`config.mk`:
```
export PLATFORM = sky130hd
export DESIGN_NAME = ufam_uart
export DESIGN_NICKNAME = d
export VERILOG_FILES = /design/src/hw/ufam_pkg.sv /design/src/hw/ufam_uart.sv
export SDC_FILE = /design/constraint.sdc
export NUM_CORES = 1
export LEC_CHECK = 0
export BUFFER_PORTS_ARGS = -buffer_cell sky130_fd_sc_hd__buf_2
export CAP_MARGIN = 10
export CORE_MARGIN = 2
export CORE_UTILIZATION = 30
export DETAILED_ROUTE_END_ITERATION = 8
export SYNTH_ARGS = -nofsm -noshare
export SYNTH_HDL_FRONTEND = slang
export SYNTH_SLANG_ARGS = --single-unit
```
`constraint.sdc`:
```
create_clock -name core_clk -period 4.3 [get_ports core_clk]
set_clock_uncertainty 0.05 [all_clocks]
set_input_delay 0.43 -clock core_clk [delete_from_list [all_inputs] [get_ports core_clk]]
set_output_delay 0.43 -clock core_clk [all_outputs]
set_load 0.02 [all_outputs]
```
`src/hw/ufam_pkg.sv`:
```
// constants, enumerations and carriers for the enhanced serial port with address match
// assumes an axi4-lite master with 32-bit data on the register side
package ufam_pkg;

  // ----------------------------------------
  // register byte offsets
  // ----------------------------------------
  localparam logic [7:0] UFAM_OFF_BUF = 8'h00;
  localparam logic [7:0] UFAM_OFF_CTRL = 8'h04;
  localparam logic [7:0] UFAM_OFF_PWR = 8'h08;
  localparam logic [7:0] UFAM_OFF_SLAVE_OWN_ADDRESS = 8'h0C;
  localparam logic [7:0] UFAM_OFF_SMASK = 8'h10;
  localparam logic [7:0] UFAM_OFF_IRQ_ST = 8'h14;
  localparam logic [7:0] UFAM_OFF_IRQ_CLR = 8'h18;
  localparam logic [7:0] UFAM_OFF_IRQ_EN = 8'h1C;
  localparam logic [7:0] UFAM_OFF_DIV = 8'h20;

  // ----------------------------------------
  // field positions
  // ----------------------------------------
  localparam int UFAM_CTRL_MODE_HI = 7;
  localparam int UFAM_CTRL_MODE_LO = 6;
  localparam int UFAM_CTRL_MPC = 5;
  localparam int UFAM_CTRL_REN = 4;
  localparam int UFAM_CTRL_TB8 = 3;
  localparam int UFAM_CTRL_RB8 = 2;
  localparam int UFAM_CTRL_TI = 1;
  localparam int UFAM_CTRL_RI = 0;
  localparam int UFAM_PWR_FE = 1;
  localparam int UFAM_PWR_STOPCHK = 0;
  localparam int UFAM_IRQ_RX = 0;
  localparam int UFAM_IRQ_TX = 1;
  localparam int UFAM_IRQ_FE = 2;

  // ----------------------------------------
  // reset values, modes, answers
  // ----------------------------------------
  localparam logic [7:0] UFAM_ADDR_RST = 8'h00;
  localparam logic [7:0] UFAM_MASK_RST = 8'h00;
  localparam logic [15:0] UFAM_DIV_RST = 16'h0010;
  localparam logic [1:0] UFAM_MODE_SHIFT = 2'h0;
  localparam logic [1:0] UFAM_MODE_ASYNC8 = 2'h1;
  localparam logic [3:0] UFAM_LAST_SHIFT = 4'h7;
  localparam logic [3:0] UFAM_LAST_ASYNC8 = 4'h9;
  localparam logic [3:0] UFAM_LAST_ASYNC9 = 4'hA;
  localparam logic [1:0] UFAM_RESP_OKAY = 2'h0;
  localparam logic [1:0] UFAM_RESP_SLVERR = 2'h2;

  typedef enum logic [0:0] {UFAM_TX_IDLE, UFAM_TX_RUN} ufam_tx_e;
  typedef enum logic [2:0] {UFAM_RX_IDLE, UFAM_RX_START, UFAM_RX_DATA, UFAM_RX_STOP, UFAM_RX_SHIFT} ufam_rx_e;

  // ----------------------------------------
  // bus carriers
  // ----------------------------------------
  typedef struct packed {
    logic awvalid;
    logic [7:0] awaddr;
    logic wvalid;
    logic [31:0] wdata;
    logic [3:0] wstrb;
    logic bready;
    logic arvalid;
    logic [7:0] araddr;
    logic rready;
  } ufam_axil_req_s;

  typedef struct packed {
    logic awready;
    logic wready;
    logic bvalid;
    logic [1:0] bresp;
    logic arready;
    logic rvalid;
    logic [31:0] rdata;
    logic [1:0] rresp;
  } ufam_axil_rsp_s;

endpackage

```
`src/hw/ufam_uart.sv`:
```
// enhanced serial port: four modes, stop bit check, automatic address match
// assumes one 250 MHz clock, synchronous reset, axi4-lite master, serial pins from outside
//
// The implementer's own choices: the register offsets and the AXI4-Lite slave port.
`timescale 1ns/1ps
`default_nettype none

// Notes on behaviour
// - transmit and receive paths run concurrently in modes 1-3; mode 0 receive waits for transmit idle
// - buffer write loads transmit, read returns receive
// - two mode bits pick one of four modes
// - any buffer write with the low byte strobe set starts a transmission
// - mode 0 receive starts: done clear, enable set
// - other modes receive on start bit when enabled
// - stop bit checked only in modes 1-3
// - stop-check select bit enables framing check
// - framing error sticky until software clears it
// - with check on, done rises at stop
// - compare bit: done only on address match
// - ninth bit marks address; slave clears compare
// - mode 1 compare uses valid stop bit
// - mode 0 ignores compare bit
// - mask zero bits are don't-care for given address
// - broadcast is address OR mask, zeros ignored
// - address and mask reset to zero
module ufam_uart
  import ufam_pkg::*;
(
  input wire logic core_clk,
  input wire logic rst,
  input wire ufam_axil_req_s axil_req,
  output ufam_axil_rsp_s axil_rsp,
  input wire logic ser_data_in,
  output logic ser_data_out,
  output logic ser_data_oe,
  output logic ser_tx,
  output logic irq
);

  // ----------------------------------------
  // state
  // ----------------------------------------
  typedef struct packed {
    ufam_axil_rsp_s rsp;
    logic aw_got;
    logic [7:0] aw_addr;
    logic w_got;
    logic [31:0] w_data;
    logic [3:0] w_strb;
    logic [1:0] mode;
    logic mpc;
    logic ren;
    logic tb8;
    logic rb8;
    logic ti;
    logic ri;
    logic stop_chk;
    logic fe;
    logic [7:0] slave_own_address;
    logic [7:0] smask;
    logic [15:0] div;
    logic [2:0] irq_st;
    logic [2:0] irq_en;
    logic irq;
    logic [7:0] rx_buf;
    ufam_tx_e tx_st;
    logic [10:0] tx_sh;
    logic [3:0] tx_cnt;
    logic [3:0] tx_last;
    logic [15:0] tx_tmr;
    logic tx_m0;
    ufam_rx_e rx_st;
    logic [8:0] rx_sh;
    logic [3:0] rx_cnt;
    logic [15:0] rx_tmr;
    logic rxd_s1;
    logic rxd_s2;
    logic rxd_prev;
    logic ser_tx;
    logic ser_data_out;
    logic ser_data_oe;
  } ufam_state_s;

  ufam_state_s st_r;
  ufam_state_s st_nxt;

  // ----------------------------------------
  // helpers
  // ----------------------------------------
  function automatic logic addr_match(input logic [7:0] d, input logic [7:0] sa, input logic [7:0] sm);
    logic [7:0] bc;
    bc = sa | sm;
    // reset zeros make both forms all don't-care
    addr_match = (((d ^ sa) & sm) == 8'h00)
      || ((d & bc) == bc);
  endfunction

  function automatic logic rx_accept(input logic [1:0] m, input logic mpc, input logic marker,
                                     input logic [7:0] d, input logic [7:0] sa, input logic [7:0] sm);
    // mode 0 never reaches here, so the compare bit cannot filter it
    if (!mpc) begin
      rx_accept = 1'b1;
    end else begin
      // marker is ninth bit in modes 2/3, stop bit in mode 1
      rx_accept = marker && addr_match(d, sa, sm);
    end
  endfunction

  // ----------------------------------------
  // next state
  // ----------------------------------------
  always_comb begin
    logic wr_do;
    logic [7:0] wa;
    logic [7:0] wb;
    logic [31:0] rd;
    logic rd_err;
    logic [15:0] half;
    logic set_ri;
    logic set_ti;
    logic set_fe;
    logic at_stop;
    logic [8:0] sh;
    logic [7:0] rx_d;
    logic rx_mark;
    logic clk_low;
    wr_do = 1'b0;
    wa = 8'h00;
    wb = 8'h00;
    rd = 32'h0000_0000;
    rd_err = 1'b0;
    half = {1'b0, st_r.div[15:1]};
    set_ri = 1'b0;
    set_ti = 1'b0;
    set_fe = 1'b0;
    at_stop = st_r.stop_chk || (st_r.mode == UFAM_MODE_ASYNC8 && st_r.mpc);
    sh = st_r.rx_sh;
    rx_d = 8'h00;
    rx_mark = 1'b0;
    clk_low = 1'b0;
    st_nxt = st_r;

    // pin synchroniser, first stage read only by second
    st_nxt.rxd_s1 = ser_data_in;
    st_nxt.rxd_s2 = st_r.rxd_s1;
    st_nxt.rxd_prev = st_r.rxd_s2;

    // ----------------------------------------
    // bus write side
    // ----------------------------------------
    if (axil_req.awvalid && st_r.rsp.awready) begin
      st_nxt.aw_got = 1'b1;
      st_nxt.aw_addr = axil_req.awaddr;
    end
    if (axil_req.wvalid && st_r.rsp.wready) begin
      st_nxt.w_got = 1'b1;
      st_nxt.w_data = axil_req.wdata;
      st_nxt.w_strb = axil_req.wstrb;
    end
    if (st_r.aw_got && st_r.w_got && !st_r.rsp.bvalid) begin
      wr_do = 1'b1;
      wa = st_r.aw_addr;
      wb = st_r.w_data[7:0];
      st_nxt.aw_got = 1'b0;
      st_nxt.w_got = 1'b0;
      st_nxt.rsp.bvalid = 1'b1;
      st_nxt.rsp.bresp = UFAM_RESP_OKAY;
      case ({wa[7:2], 2'b00})
        UFAM_OFF_BUF, UFAM_OFF_CTRL, UFAM_OFF_PWR, UFAM_OFF_SLAVE_OWN_ADDRESS, UFAM_OFF_SMASK,
        UFAM_OFF_IRQ_CLR, UFAM_OFF_IRQ_EN, UFAM_OFF_DIV: st_nxt.rsp.bresp = UFAM_RESP_OKAY;
        default: st_nxt.rsp.bresp = UFAM_RESP_SLVERR;
      endcase
    end
    if (st_r.rsp.bvalid && axil_req.bready) begin
      st_nxt.rsp.bvalid = 1'b0;
    end
    if (wr_do && st_r.w_strb[0]) begin
      case ({wa[7:2], 2'b00})
        UFAM_OFF_BUF: begin
          // load transmit side and start framing in any mode
          st_nxt.tx_st = UFAM_TX_RUN;
          st_nxt.tx_cnt = 4'h0;
          st_nxt.tx_tmr = st_r.div - 16'h0001;
          st_nxt.tx_m0 = (st_r.mode == UFAM_MODE_SHIFT);
          case (st_r.mode)
            UFAM_MODE_SHIFT: begin
              st_nxt.tx_sh = {3'b111, wb};
              st_nxt.tx_last = UFAM_LAST_SHIFT;
            end
            UFAM_MODE_ASYNC8: begin
              st_nxt.tx_sh = {2'b11, wb, 1'b0};
              st_nxt.tx_last = UFAM_LAST_ASYNC8;
            end
            default: begin
              st_nxt.tx_sh = {1'b1, st_r.tb8, wb, 1'b0};
              st_nxt.tx_last = UFAM_LAST_ASYNC9;
            end
          endcase
        end
        UFAM_OFF_CTRL: begin
          st_nxt.mode = {wb[UFAM_CTRL_MODE_HI], wb[UFAM_CTRL_MODE_LO]};
          st_nxt.mpc = wb[UFAM_CTRL_MPC];
          st_nxt.ren = wb[UFAM_CTRL_REN];
          st_nxt.tb8 = wb[UFAM_CTRL_TB8];
          st_nxt.rb8 = wb[UFAM_CTRL_RB8];
          st_nxt.ti = wb[UFAM_CTRL_TI];
          st_nxt.ri = wb[UFAM_CTRL_RI];
        end
        UFAM_OFF_PWR: begin
          st_nxt.stop_chk = wb[UFAM_PWR_STOPCHK];
          st_nxt.fe = wb[UFAM_PWR_FE];
        end
        UFAM_OFF_SLAVE_OWN_ADDRESS: st_nxt.slave_own_address = wb;
        UFAM_OFF_SMASK: st_nxt.smask = wb;
        UFAM_OFF_IRQ_CLR: st_nxt.irq_st = st_r.irq_st & ~wb[2:0];
        UFAM_OFF_IRQ_EN: st_nxt.irq_en = wb[2:0];
        UFAM_OFF_DIV: st_nxt.div[7:0] = wb;
        default: st_nxt.irq_en = st_nxt.irq_en;
      endcase
    end
    if (wr_do && st_r.w_strb[1] && {wa[7:2], 2'b00} == UFAM_OFF_DIV) begin
      st_nxt.div[15:8] = st_r.w_data[15:8];
    end
    st_nxt.rsp.awready = !st_nxt.aw_got && !st_nxt.rsp.bvalid;
    st_nxt.rsp.wready = !st_nxt.w_got && !st_nxt.rsp.bvalid;

    // ----------------------------------------
    // bus read side
    // ----------------------------------------
    if (axil_req.arvalid && st_r.rsp.arready) begin
      case ({axil_req.araddr[7:2], 2'b00})
        UFAM_OFF_BUF: rd = {24'h000000, st_r.rx_buf};
        UFAM_OFF_CTRL: rd = {24'h000000, st_r.mode, st_r.mpc, st_r.ren, st_r.tb8, st_r.rb8, st_r.ti, st_r.ri};
        UFAM_OFF_PWR: rd = {30'h0, st_r.fe, st_r.stop_chk};
        UFAM_OFF_SLAVE_OWN_ADDRESS: rd = {24'h000000, st_r.slave_own_address};
        UFAM_OFF_SMASK: rd = {24'h000000, st_r.smask};
        UFAM_OFF_IRQ_ST: rd = {29'h0, st_r.irq_st};
        UFAM_OFF_IRQ_CLR: rd = 32'h0000_0000;
        UFAM_OFF_IRQ_EN: rd = {29'h0, st_r.irq_en};
        UFAM_OFF_DIV: rd = {16'h0000, st_r.div};
        default: rd_err = 1'b1;
      endcase
      st_nxt.rsp.rvalid = 1'b1;
      st_nxt.rsp.rdata = rd;
      st_nxt.rsp.rresp = rd_err ? UFAM_RESP_SLVERR : UFAM_RESP_OKAY;
    end else if (st_r.rsp.rvalid && axil_req.rready) begin
      st_nxt.rsp.rvalid = 1'b0;
    end
    st_nxt.rsp.arready = !st_nxt.rsp.rvalid;

    // ----------------------------------------
    // transmit path, independent of receive
    // ----------------------------------------
    if (st_r.tx_st == UFAM_TX_RUN && !(wr_do && {wa[7:2], 2'b00} == UFAM_OFF_BUF && st_r.w_strb[0])) begin
      if (st_r.tx_tmr == 16'h0000) begin
        st_nxt.tx_tmr = st_r.div - 16'h0001;
        if (st_r.tx_cnt == st_r.tx_last) begin
          st_nxt.tx_st = UFAM_TX_IDLE;
          set_ti = 1'b1;
        end else begin
          st_nxt.tx_sh = {1'b1, st_r.tx_sh[10:1]};
          st_nxt.tx_cnt = st_r.tx_cnt + 4'h1;
        end
      end else begin
        st_nxt.tx_tmr = st_r.tx_tmr - 16'h0001;
      end
    end

    // ----------------------------------------
    // receive path
    // ----------------------------------------
    case (st_r.rx_st)
      UFAM_RX_IDLE: begin
        if (st_r.mode == UFAM_MODE_SHIFT) begin
          // shift mode waits for done clear and enable, and an idle transmitter
          if (st_r.ren && !st_r.ri && st_r.tx_st == UFAM_TX_IDLE) begin
            st_nxt.rx_st = UFAM_RX_SHIFT;
            st_nxt.rx_cnt = 4'h0;
            st_nxt.rx_tmr = st_r.div - 16'h0001;
          end
        end else if (st_r.ren && st_r.rxd_prev && !st_r.rxd_s2) begin
          st_nxt.rx_st = UFAM_RX_START;
          st_nxt.rx_cnt = 4'h0;
          st_nxt.rx_tmr = half;
        end
      end
      UFAM_RX_START: begin
        if (st_r.rx_tmr == 16'h0000) begin
          // a glitch shorter than half a bit is dropped here
          st_nxt.rx_st = st_r.rxd_s2 ? UFAM_RX_IDLE : UFAM_RX_DATA;
          st_nxt.rx_tmr = st_r.div - 16'h0001;
        end else begin
          st_nxt.rx_tmr = st_r.rx_tmr - 16'h0001;
        end
      end
      UFAM_RX_DATA: begin
        if (st_r.rx_tmr == 16'h0000) begin
          st_nxt.rx_tmr = st_r.div - 16'h0001;
          sh = {st_r.rxd_s2, st_r.rx_sh[8:1]};
          st_nxt.rx_sh = sh;
          st_nxt.rx_cnt = st_r.rx_cnt + 4'h1;
          if (st_r.rx_cnt == ((st_r.mode == UFAM_MODE_ASYNC8) ? 4'h7 : 4'h8)) begin
            st_nxt.rx_st = UFAM_RX_STOP;
            rx_d = (st_r.mode == UFAM_MODE_ASYNC8) ? sh[8:1] : sh[7:0];
            // without the check or a mode 1 compare, done rises at the last data bit
            if (!at_stop && !st_r.ri
                && rx_accept(st_r.mode, st_r.mpc, sh[8], rx_d, st_r.slave_own_address, st_r.smask)) begin
              set_ri = 1'b1;
              st_nxt.rx_buf = rx_d;
              st_nxt.rb8 = sh[8];
            end
          end
        end else begin
          st_nxt.rx_tmr = st_r.rx_tmr - 16'h0001;
        end
      end
      UFAM_RX_STOP: begin
        if (st_r.rx_tmr == 16'h0000) begin
          st_nxt.rx_st = UFAM_RX_IDLE;
          rx_d = (st_r.mode == UFAM_MODE_ASYNC8) ? st_r.rx_sh[8:1] : st_r.rx_sh[7:0];
          rx_mark = (st_r.mode == UFAM_MODE_ASYNC8) ? st_r.rxd_s2 : st_r.rx_sh[8];
          // only async modes reach the stop bit
          if (st_r.stop_chk && !st_r.rxd_s2) begin
            set_fe = 1'b1;
          end
          if (at_stop && !st_r.ri
              && rx_accept(st_r.mode, st_r.mpc, rx_mark, rx_d, st_r.slave_own_address, st_r.smask)) begin
            set_ri = 1'b1;
            st_nxt.rx_buf = rx_d;
            st_nxt.rb8 = (st_r.mode == UFAM_MODE_ASYNC8) ? st_r.rxd_s2 : st_r.rx_sh[8];
          end
        end else begin
          st_nxt.rx_tmr = st_r.rx_tmr - 16'h0001;
        end
      end
      UFAM_RX_SHIFT: begin
        // sample at the rising edge of the shift clock, mid-bit
        if (st_r.rx_tmr == half) begin
          st_nxt.rx_sh = {st_r.rxd_s2, st_r.rx_sh[8:1]};
        end
        if (st_r.rx_tmr == 16'h0000) begin
          st_nxt.rx_tmr = st_r.div - 16'h0001;
          st_nxt.rx_cnt = st_r.rx_cnt + 4'h1;
          if (st_r.rx_cnt == UFAM_LAST_SHIFT) begin
            st_nxt.rx_st = UFAM_RX_IDLE;
            st_nxt.rx_buf = st_r.rx_sh[8:1];
            set_ri = 1'b1;
          end
        end else begin
          st_nxt.rx_tmr = st_r.rx_tmr - 16'h0001;
        end
      end
      default: st_nxt.rx_st = UFAM_RX_IDLE;
    endcase

    // ----------------------------------------
    // flags and interrupt: hardware set wins over a software clear
    // ----------------------------------------
    if (set_ri) begin
      st_nxt.ri = 1'b1;
    end
    if (set_ti) begin
      st_nxt.ti = 1'b1;
    end
    if (set_fe) begin
      st_nxt.fe = 1'b1;
    end
    st_nxt.irq_st = st_nxt.irq_st | {set_fe, set_ti, set_ri};
    st_nxt.irq = |(st_nxt.irq_st & st_nxt.irq_en);

    // ----------------------------------------
    // pins
    // ----------------------------------------
    clk_low = (st_nxt.tx_st == UFAM_TX_RUN && st_nxt.tx_m0 && st_nxt.tx_tmr > half)
      || (st_nxt.rx_st == UFAM_RX_SHIFT && st_nxt.rx_tmr > half);
    if (st_nxt.tx_st == UFAM_TX_RUN && st_nxt.tx_m0) begin
      st_nxt.ser_tx = !clk_low;
      st_nxt.ser_data_out = st_nxt.tx_sh[0];
      st_nxt.ser_data_oe = 1'b1;
    end else if (st_nxt.rx_st == UFAM_RX_SHIFT) begin
      st_nxt.ser_tx = !clk_low;
      st_nxt.ser_data_out = 1'b1;
      st_nxt.ser_data_oe = 1'b0;
    end else begin
      st_nxt.ser_tx = (st_nxt.tx_st == UFAM_TX_RUN) ? st_nxt.tx_sh[0] : 1'b1;
      st_nxt.ser_data_out = 1'b1;
      st_nxt.ser_data_oe = 1'b0;
    end
  end

  // ----------------------------------------
  // registers
  // ----------------------------------------
  always_ff @(posedge core_clk) begin
    if (rst) begin
      st_r <= '0;
      st_r.rsp.awready <= 1'b1;
      st_r.rsp.wready <= 1'b1;
      st_r.rsp.arready <= 1'b1;
      st_r.slave_own_address <= UFAM_ADDR_RST;
      st_r.smask <= UFAM_MASK_RST;
      st_r.div <= UFAM_DIV_RST;
      st_r.tx_st <= UFAM_TX_IDLE;
      st_r.rx_st <= UFAM_RX_IDLE;
      st_r.rxd_s1 <= 1'b1;
      st_r.rxd_s2 <= 1'b1;
      st_r.rxd_prev <= 1'b1;
      st_r.ser_tx <= 1'b1;
      st_r.ser_data_out <= 1'b1;
    end else begin
      st_r <= st_nxt;
    end
  end

  assign axil_rsp = st_r.rsp;
  assign ser_tx = st_r.ser_tx;
  assign ser_data_out = st_r.ser_data_out;
  assign ser_data_oe = st_r.ser_data_oe;
  assign irq = st_r.irq;

endmodule

`default_nettype wire

```
* Yosys cells after proc, flatten, opt, wreduce, memory -nomap -nowiden
Index checks and enable logic that the tools add are counted.
** Storage, ports and cells
- Flip-flop bits (word level) :: 219
- Input bits :: 60
- Output and inout bits :: 45
- Logic and storage cells :: 287
** Cells by class
- $add $sub $neg :: 5
- Bitwise operators :: 12
- Multiplexer cells :: 100
- Reduce and logical (&&, ||, !) cells :: 78
- $lt $le $gt $ge :: 2
- Equality and inequality tests :: 44
** Operators with widths (count)
- $pmux W16 S8 :: 1
- $mux W16 :: 7
- $mux W37 :: 3
- $mux W8 :: 13
- $eq A6 B3 Y1 const B :: 10
- $mux W20 :: 3
- $pmux W16 S3 :: 1
- $sub A16 B1 Y16 const B :: 3
- $mux W3 :: 14
- $mux W1 :: 39
- $eq A6 B2 Y1 const B :: 6
- $and A8 B8 Y8 :: 4
- $gt A16 B15 Y1 :: 2
- $logic_not A16 Y1 :: 2
- $logic_and A1 B1 Y1 :: 30
- $pmux W8 S3 :: 1
- $mux W21 :: 1
- $pmux W10 S2 :: 1
- $eq A6 B1 Y1 const B :: 3
- $eq A6 B4 Y1 const B :: 3
- $logic_not A6 Y1 :: 3
- $mux W9 :: 2
- $pmux W9 S2 :: 1
- $reduce_and A2 Y1 :: 9
- 39 further kinds :: 79

* Depth between registers and ports, before layout
Gate-level depths: netlist of run 1.
- Depth after elaboration :: 19
- Depth in mapped cells :: 19

* Worst setup path before layout of run 1
Ideal clock, no wire load.
- Path type :: flip-flop to flip-flop
- Start :: reg st_r[6] in the netlist's numbering
- End :: reg ser_tx (netlist name)
- Buffers on the path :: 1
- Arrival :: 3.627 ns
- Clock period less this slack :: 3.747 ns
- Library setup time :: 0.070 ns
- Cell stages (with the launch flop) :: 20
- Path slack :: 0.553 ns
- Cells stage by stage :: dfxtp_1 -> inv_1 -> ha_1 -> or4b_2 -> nor3_1 -> nand2_1 -> nand3_1 -> buf_2 -> nor2_1 -> a221oi_1 -> o21ai_0 -> ha_1 -> nor2b_1 -> o21ai_0 -> nand2b_1 -> a21oi_1 -> o21a_1 -> o211ai_1 -> a221o_1 -> a21oi_1
** RTL lines
- from (decl) :: RTL line ufam_uart.sv:84 : ufam_state_s st_r;
- from (signal assigned) :: RTL line ufam_uart.sv:411 : st_r <= st_nxt;

==> results of run 1 <==
-- critical path, cell delays in order (launching register included) --
cell and delay, ns:
dfxtp_1 0.35, inv_1 0.11, ha_1 0.14, or4b_2 0.60
nor3_1 0.21, and2_1 0.19, buf_4 0.12, buf_4 0.15
o21ai_1 0.26, a21bo_2 0.28, o311ai_1 0.12, ha_1 0.37
a2111oi_0 0.43, o211ai_1 0.15, a221o_1 0.39, a21oi_1 0.15
-- cells by family after synthesis --
family,share of synthesized area (%)
compound gates,19.5
xor+xnor,3.78
fa+ha+maj,4.05
buf+inv,7.12
flops,32.5
mux,7.10
other cells,0.0337
simple gates,25.8
-- registers in the layout, indices dropped and copies added, names as in the netlist --
signal and count:
ser_data_out 1, axil_rsp 23, irq 1, ser_data_oe 1, ser_tx 1, st_nxt 2, st_r 152
-- power breakdown --
group | switching [uW] | internal (uW) | leakage (uW)
clock | 739 | 802 | 0.000266
combinational | 158 | 73.1 | 0.00324
sequential | 36.6 | 1700 | 0.00146
-- layout make-up --
type	instances	area [sq um]
sequential	181	3620
timing repair buffer	126	792
fill	3882	24200
tap	468	586
inverter	28	105
multi-input combinational	1119	6790
clock buffer	17	425
clock inverter	12	121
-- per-layer routing --
layer / GRT usage, % / wire length, um / vias up / share of wire, %
met3: 2.81 / 2140 / 56 / 6.0
met5: 0 / 0 / - / 0
met2: 27.8 / 15600 / 380 / 44
met1: 25.9 / 16900 / 4983 / 48
met4: 6.04 / 886 / 0 / 2.5
li1: - / - / 5123 / -
-- cells in the final DEF (no fill, tap or decap), types with 44 or more instances in the layout --
cell type / Yosys / final
o21ai_0: 68 / 67
nand2_1: 193 / 193
buf_4: 41 / 62
nor3_1: 44 / 44
a21oi_1: 127 / 127
buf_2: 9 / 63
nor2b_1: 51 / 51
nor2_1: 136 / 136
dfxtp_1: 181 / 181
mux2i_1: 54 / 54
nand3_1: 54 / 53
-- worst paths after layout --
path	start	to	cells past startpoint
worst min register to register	st_nxt[4]	st_nxt[3]	1
worst max register to register	st_r[7]	ser_tx	15
worst min-delay path	ser_data_in	st_nxt[4]	2
worst max-delay path	st_r[7]	ser_tx	15
-- through the flow --
step                      instances  hold slack (ns)  util, %
after global routing           1951            0.140     34.0
after global placement         1922            0.349     32.5
after floorplan                1464            0.339        -
after CTS                      1951            0.140     34.0
final                          1951            0.157     34.0
after detailed placement       1922            0.351     32.5
==> results by group, run 1 <==
Yosys
  • Flops & latches, synth: 181
  • Distinct cells, synth: 76
  • Async S/R FF share, synth: 0%
  • Number of synthesized flops with an enable pin: 0
  • Post-synth design cell area: 11,100 sq um
  • Yosys top cell area share: 32.5%
  • Sequential area share after synthesis: 32.5%
  • Area leader, netlist: dfxtp_1
  • Most numerous cell in the Yosys netlist: nand2_1
  • Main flop type after synthesis: dfxtp_1
  • Main area contributors after synthesis: dfxtp_1, nand2_1, a21oi_1
  • Synth top cells by count: nand2_1, dfxtp_1, nor2_1
  • Gate count of the mapped netlist: 1,447
  • Yosys Warn Count: 0
  • Avg Inst Size Synth: 7.69 sq um

Timing
  • Measured slew at the worst slew-check pin: 1.07 ns
  • TNS Setup: 0 ns
  • Hold Vio Cnt, Final: 0
  • Period utilisation layout: between 90% and 100%
  • Fmax: 0.242 GHz
  • Slew headroom: 28.4%
  • Final setup fails: 0
  • Fin crit period: 4.13 ns
  • RSZ-0062 raised after global routing: false
  • Setup WS post-layout: roughly 0.17 ns
  • Pins over their slew limit: 0

Clock tree
  • Post-CTS Setup Inserts: 0
  • Hold Buf Count CTS: 0
  • Clk sinks: 181
  • H-tree levels: 4
  • Max clock buf depth: 2
  • Clock Tree Root: clkbuf_16
  • CTS tree: built
  • Worst-Skew Late Latency: 0.44 ns
  • Post_cts resized: 0
  • Num CTS Buffers: 17
  • CTS clk-pin slew, worst paths: 0.08 ns

Place
  • Port Buffers: 64
  • Worst slack, placed: 0.193 ns
  • Placed cell areas: about 12,000 sq um
  • RePlAce Congestion: 0.951
  • DP Wirelength: 26.5 mm

Drt
  • Final wirelength: between 30 and 40 mm
  • Detail Route Antenna Nets: 0
  • DR vias: between 10,000 and 15,000
  • DR pass1 iterations: 5
  • DRC violations left: 0
  • Via density: 5.40
  • Drt wl/cell: between 15 and 20 um
  • Drt initial violations: roughly 930

Die
  • Die Area: 38,700 sq um
  • I/O Pins: 105
  • Die Width: 197 um
  • Initial Util: 30.4%
  • Die H: 197 um
  • Core area: 36,600 sq um
  • Std cell rows: 70

Power
  • Leakage power: 0.00497 uW
  • Power Density: 282 nW/um^2
  • Total power: 3510 uW
  • Worst VDD drop: roughly 270 uV

Global route
  • Initial antenna violation count: 0
  • First-pass GRT wire length: 55.1 mm
  • Largest net degree at the start of global routing: between 100 and 150
  • Vias in the first global route: around 9,900
  • Total grt overflow: 0
  • GR Util All Layers: 18.1%

Final layout
  • Area growth from synthesis to layout: 11.8%
  • Proportion of layout cells with a drive suffix above 1: between 10% and 20%
  • Ant. Diodes: 0
  • Nets: 1,569
  • Final Instance Area: ~12,000 sq um

Setup path
  • CP arrival: 4.45 ns
  • Setup Crit Path Kind: register to register
  • Critical-path maximum fanout: 9
  • Flop-to-flop setup slack: 0.17 ns
  • CP Capture Type: register
  • WP data required: 4.62 ns
  • Critical Path Source Type: register

Flow run
  • Max-cap violations: 0

Run status
  • Status: finished, final reports clean

Min path
  • Worst min path class: input port to register
Note: power is estimated with default switching activity, not from simulation.
==> run 2: changes to the inputs <==
Clock period 4.3 ns to 3.7 ns, I/O delays scaled along.
==> run 2 against run 1 <==
The run now ends with negative setup slack left. Hold slack worse by 0.11 ns. Critical path depth is 2 lower. Via count is 3.6% higher. Utilization is 1.9 points higher. Cell count is 3.8% higher. First-iteration DRC count is 14% higher. Non-clock buffer count is 71 higher. Highest routed layer unchanged.
==> results by group, run 2 (synthesis results as in run 1) <==
Timing
  • Hold Vio Cnt, Final: 0 (unchanged)
  • Fmax: 0.263 GHz (+8.7%)
  • RSZ-0062 raised after global routing: true
  • Final setup fails: 1 (+1)
  • Setup WS post-layout: -0.100 ns (-0.270 ns)
  • Measured slew at the worst slew-check pin: 1.09 ns (+0.0265 ns)
  • Period utilisation layout: 103% (+6.7 points)
  • Slew headroom: 27.0% (-1.5 points)
  • Fin crit period: 3.80 ns (-0.330 ns)
  • Pins over their slew limit: 0 (unchanged)
  • TNS Setup: -0.100 ns (-0.100 ns)

Final layout
  • Biggest register: st_r
  • Sequential Area: 3620 sq um (about the same)
  • Commonest non-fill, non-tap cells in the layout: nand2_1, dfxtp_1, nor2_1, buf_4, a21oi_1
  • Most common cell after layout, fill and taps aside: nand2_1
  • Nets: 1,640 (+4.5%)
  • Multi-input logic area: 6840 sq um (+0.68%)
  • Final core occ: 35.9% (+1.9 points)
  • Fillers: 3,871 (-0.28%)
  • Ant. Diodes: 0 (unchanged)
  • Number of flip-flops in the largest register: 152 (unchanged)
  • Proportion of layout cells with a drive suffix above 1: 17.9% (+4.6 points)
  • Area growth from synthesis to layout: 18.0%

Run status
  • Failing checks: negative setup slack
  • Status: finished with violations

Power
  • Worst VDD drop: 273 uV (-0.12%)
  • Power Density: 325 nW/um^2 (+15%)
  • Leakage power: 0.00538 uW (+8.4%)

Setup path
  • WP data required: 4.04 ns (-0.58 ns)
  • Setup Crit Path Kind: register to register
  • Critical-path maximum fanout: 4 (-5)
  • CP cell instances: or4_4, or3_4, nor4_4, nor2_1, a32o_1, a221oi_1, ha_1, and4_1, a31oi_1, o221ai_1, o21ai_1, a311oi_2, a21oi_1
  • CP Capture Type: register
  • Flop-to-flop setup slack: -0.10 ns (-0.27 ns)
  • Critical Path Source Type: register
  • CP max stage delay: 0.53 ns (-0.07 ns)
  • Critical path's slowest cell: or4_4
  • CP arrival: 4.14 ns (-0.31 ns)

Global route
  • Vias in the first global route: 10,300 (+4.5%)
  • First-pass GRT wire length: 58.1 mm (+5.6%)
  • Total grt overflow: 0 (unchanged)
  • Initial antenna violation count: 0 (unchanged)
  • GR Util All Layers: 19.3% (+1.2 points)
  • Largest net degree at the start of global routing: 118 (+16%)

Drt
  • Via density: 5.39 (-0.16%)
  • Detail Route Antenna Nets: 0 (unchanged)
  • Drt wl/cell: 18.4 um (+1.2%)
  • Drt initial violations: 1,063 (+14%)
  • DR pass1 iterations: 6 (+1)
  • DR vias: 10,900 (+3.6%)
  • Final wirelength: 37.3 mm (+5.0%)
  • DRC violations left: 0 (unchanged)

Clock tree
  • Clk sinks: 181 (unchanged)
  • CTS clk-pin slew, worst paths: 0.09 ns (about the same)
  • CTS tree: built
  • H-tree levels: 4 (unchanged)
  • Max clock buf depth: 2 (unchanged)
  • Hold Buf Count CTS: 0 (unchanged)
  • Num CTS Buffers: 17 (unchanged)
  • Worst-Skew Late Latency: 0.46 ns (+0.02 ns)
  • Clock Tree Root: clkbuf_16

Die
  • Die H: 197 um (unchanged)
  • Die Area: 38,700 sq um (unchanged)
  • I/O Pins: 105 (unchanged)
  • Core area: 36,600 sq um (unchanged)
  • Die Width: 197 um (unchanged)
  • Std cell rows: 70 (unchanged)
  • Initial Util: 30.4% (unchanged)

Place
  • RePlAce Congestion: 0.979 (+2.9%)
  • DP Wirelength: 28.0 mm (+5.6%)
  • Port Buffers: 64 (unchanged)

Min path
  • Worst min path class: input port to register

Flow run
  • Max-cap violations: 0 (unchanged)
==> run 2: worst max-delay path, delay by kind of cell (launching register included) <==
family                   cells  cell delay, ns
flip-flops                   1            0.33
AND/OR/NAND/NOR              5            1.57
adder cells (fa/ha/maj)      1            0.32
AO/OA/AOI/OAI                7            1.48
==> run 2: cell type report <==
class	instances	area share, %
clock buffers	17	3.24
clock inverters	15	1.59
inverters	28	0.800
multi-input cells	1119	52.1
flip-flops and latches	181	27.6
well taps	468	4.46
repair buffers	197	10.3
==> run 2: worst paths after layout <==
check,from,end,depth (start not counted)
max,st_r[48],ser_tx,13
min,ser_data_in,st_nxt[4],2
max reg2reg,st_r[48],ser_tx,13
min reg2reg,axil_rsp[12],axil_rsp[12],2
==> run 2: repair_timing <==
item                       4_1_cts  5_1_grt
pin swaps                       12        7
setup buffers                    2        1
setup endpoints to repair        1        1
gates resized for setup          7       10
==> run 2: metrics by stage <==
stage               total power (uW)  setup WS, ns  hold slack [ns]  std cells  area, sq um
floorplan                       2260       0.00586            0.339       1464        11200
global placement                2340        -0.156            0.389       1990        12400
detailed placement              2350        -0.207            0.391       1990        12400
CTS                             4300       -0.0938           0.0424       2024        13100
global route                    4420        -0.285           0.0338       2025        13100
finish                          4270        -0.100           0.0441       2025        13100
==> run 2: where the power goes <==
| part | switching, uW | internal (uW) |
|---|---|---|
| combinational | 190 | 98.7 |
| sequential | 39.7 | 1980 |
| clock | 1010 | 944 |
==> run 2: layer usage <==
layer | vias to the layer above | track usage, % | share of wire, %
li1 | 5284 | - | -
met1 | 5158 | 26.2 | 46
met2 | 403 | 30.5 | 45
met3 | 79 | 3.66 | 6.3
met4 | 0 | 7.13 | 3.1
met5 | - | 0 | 0
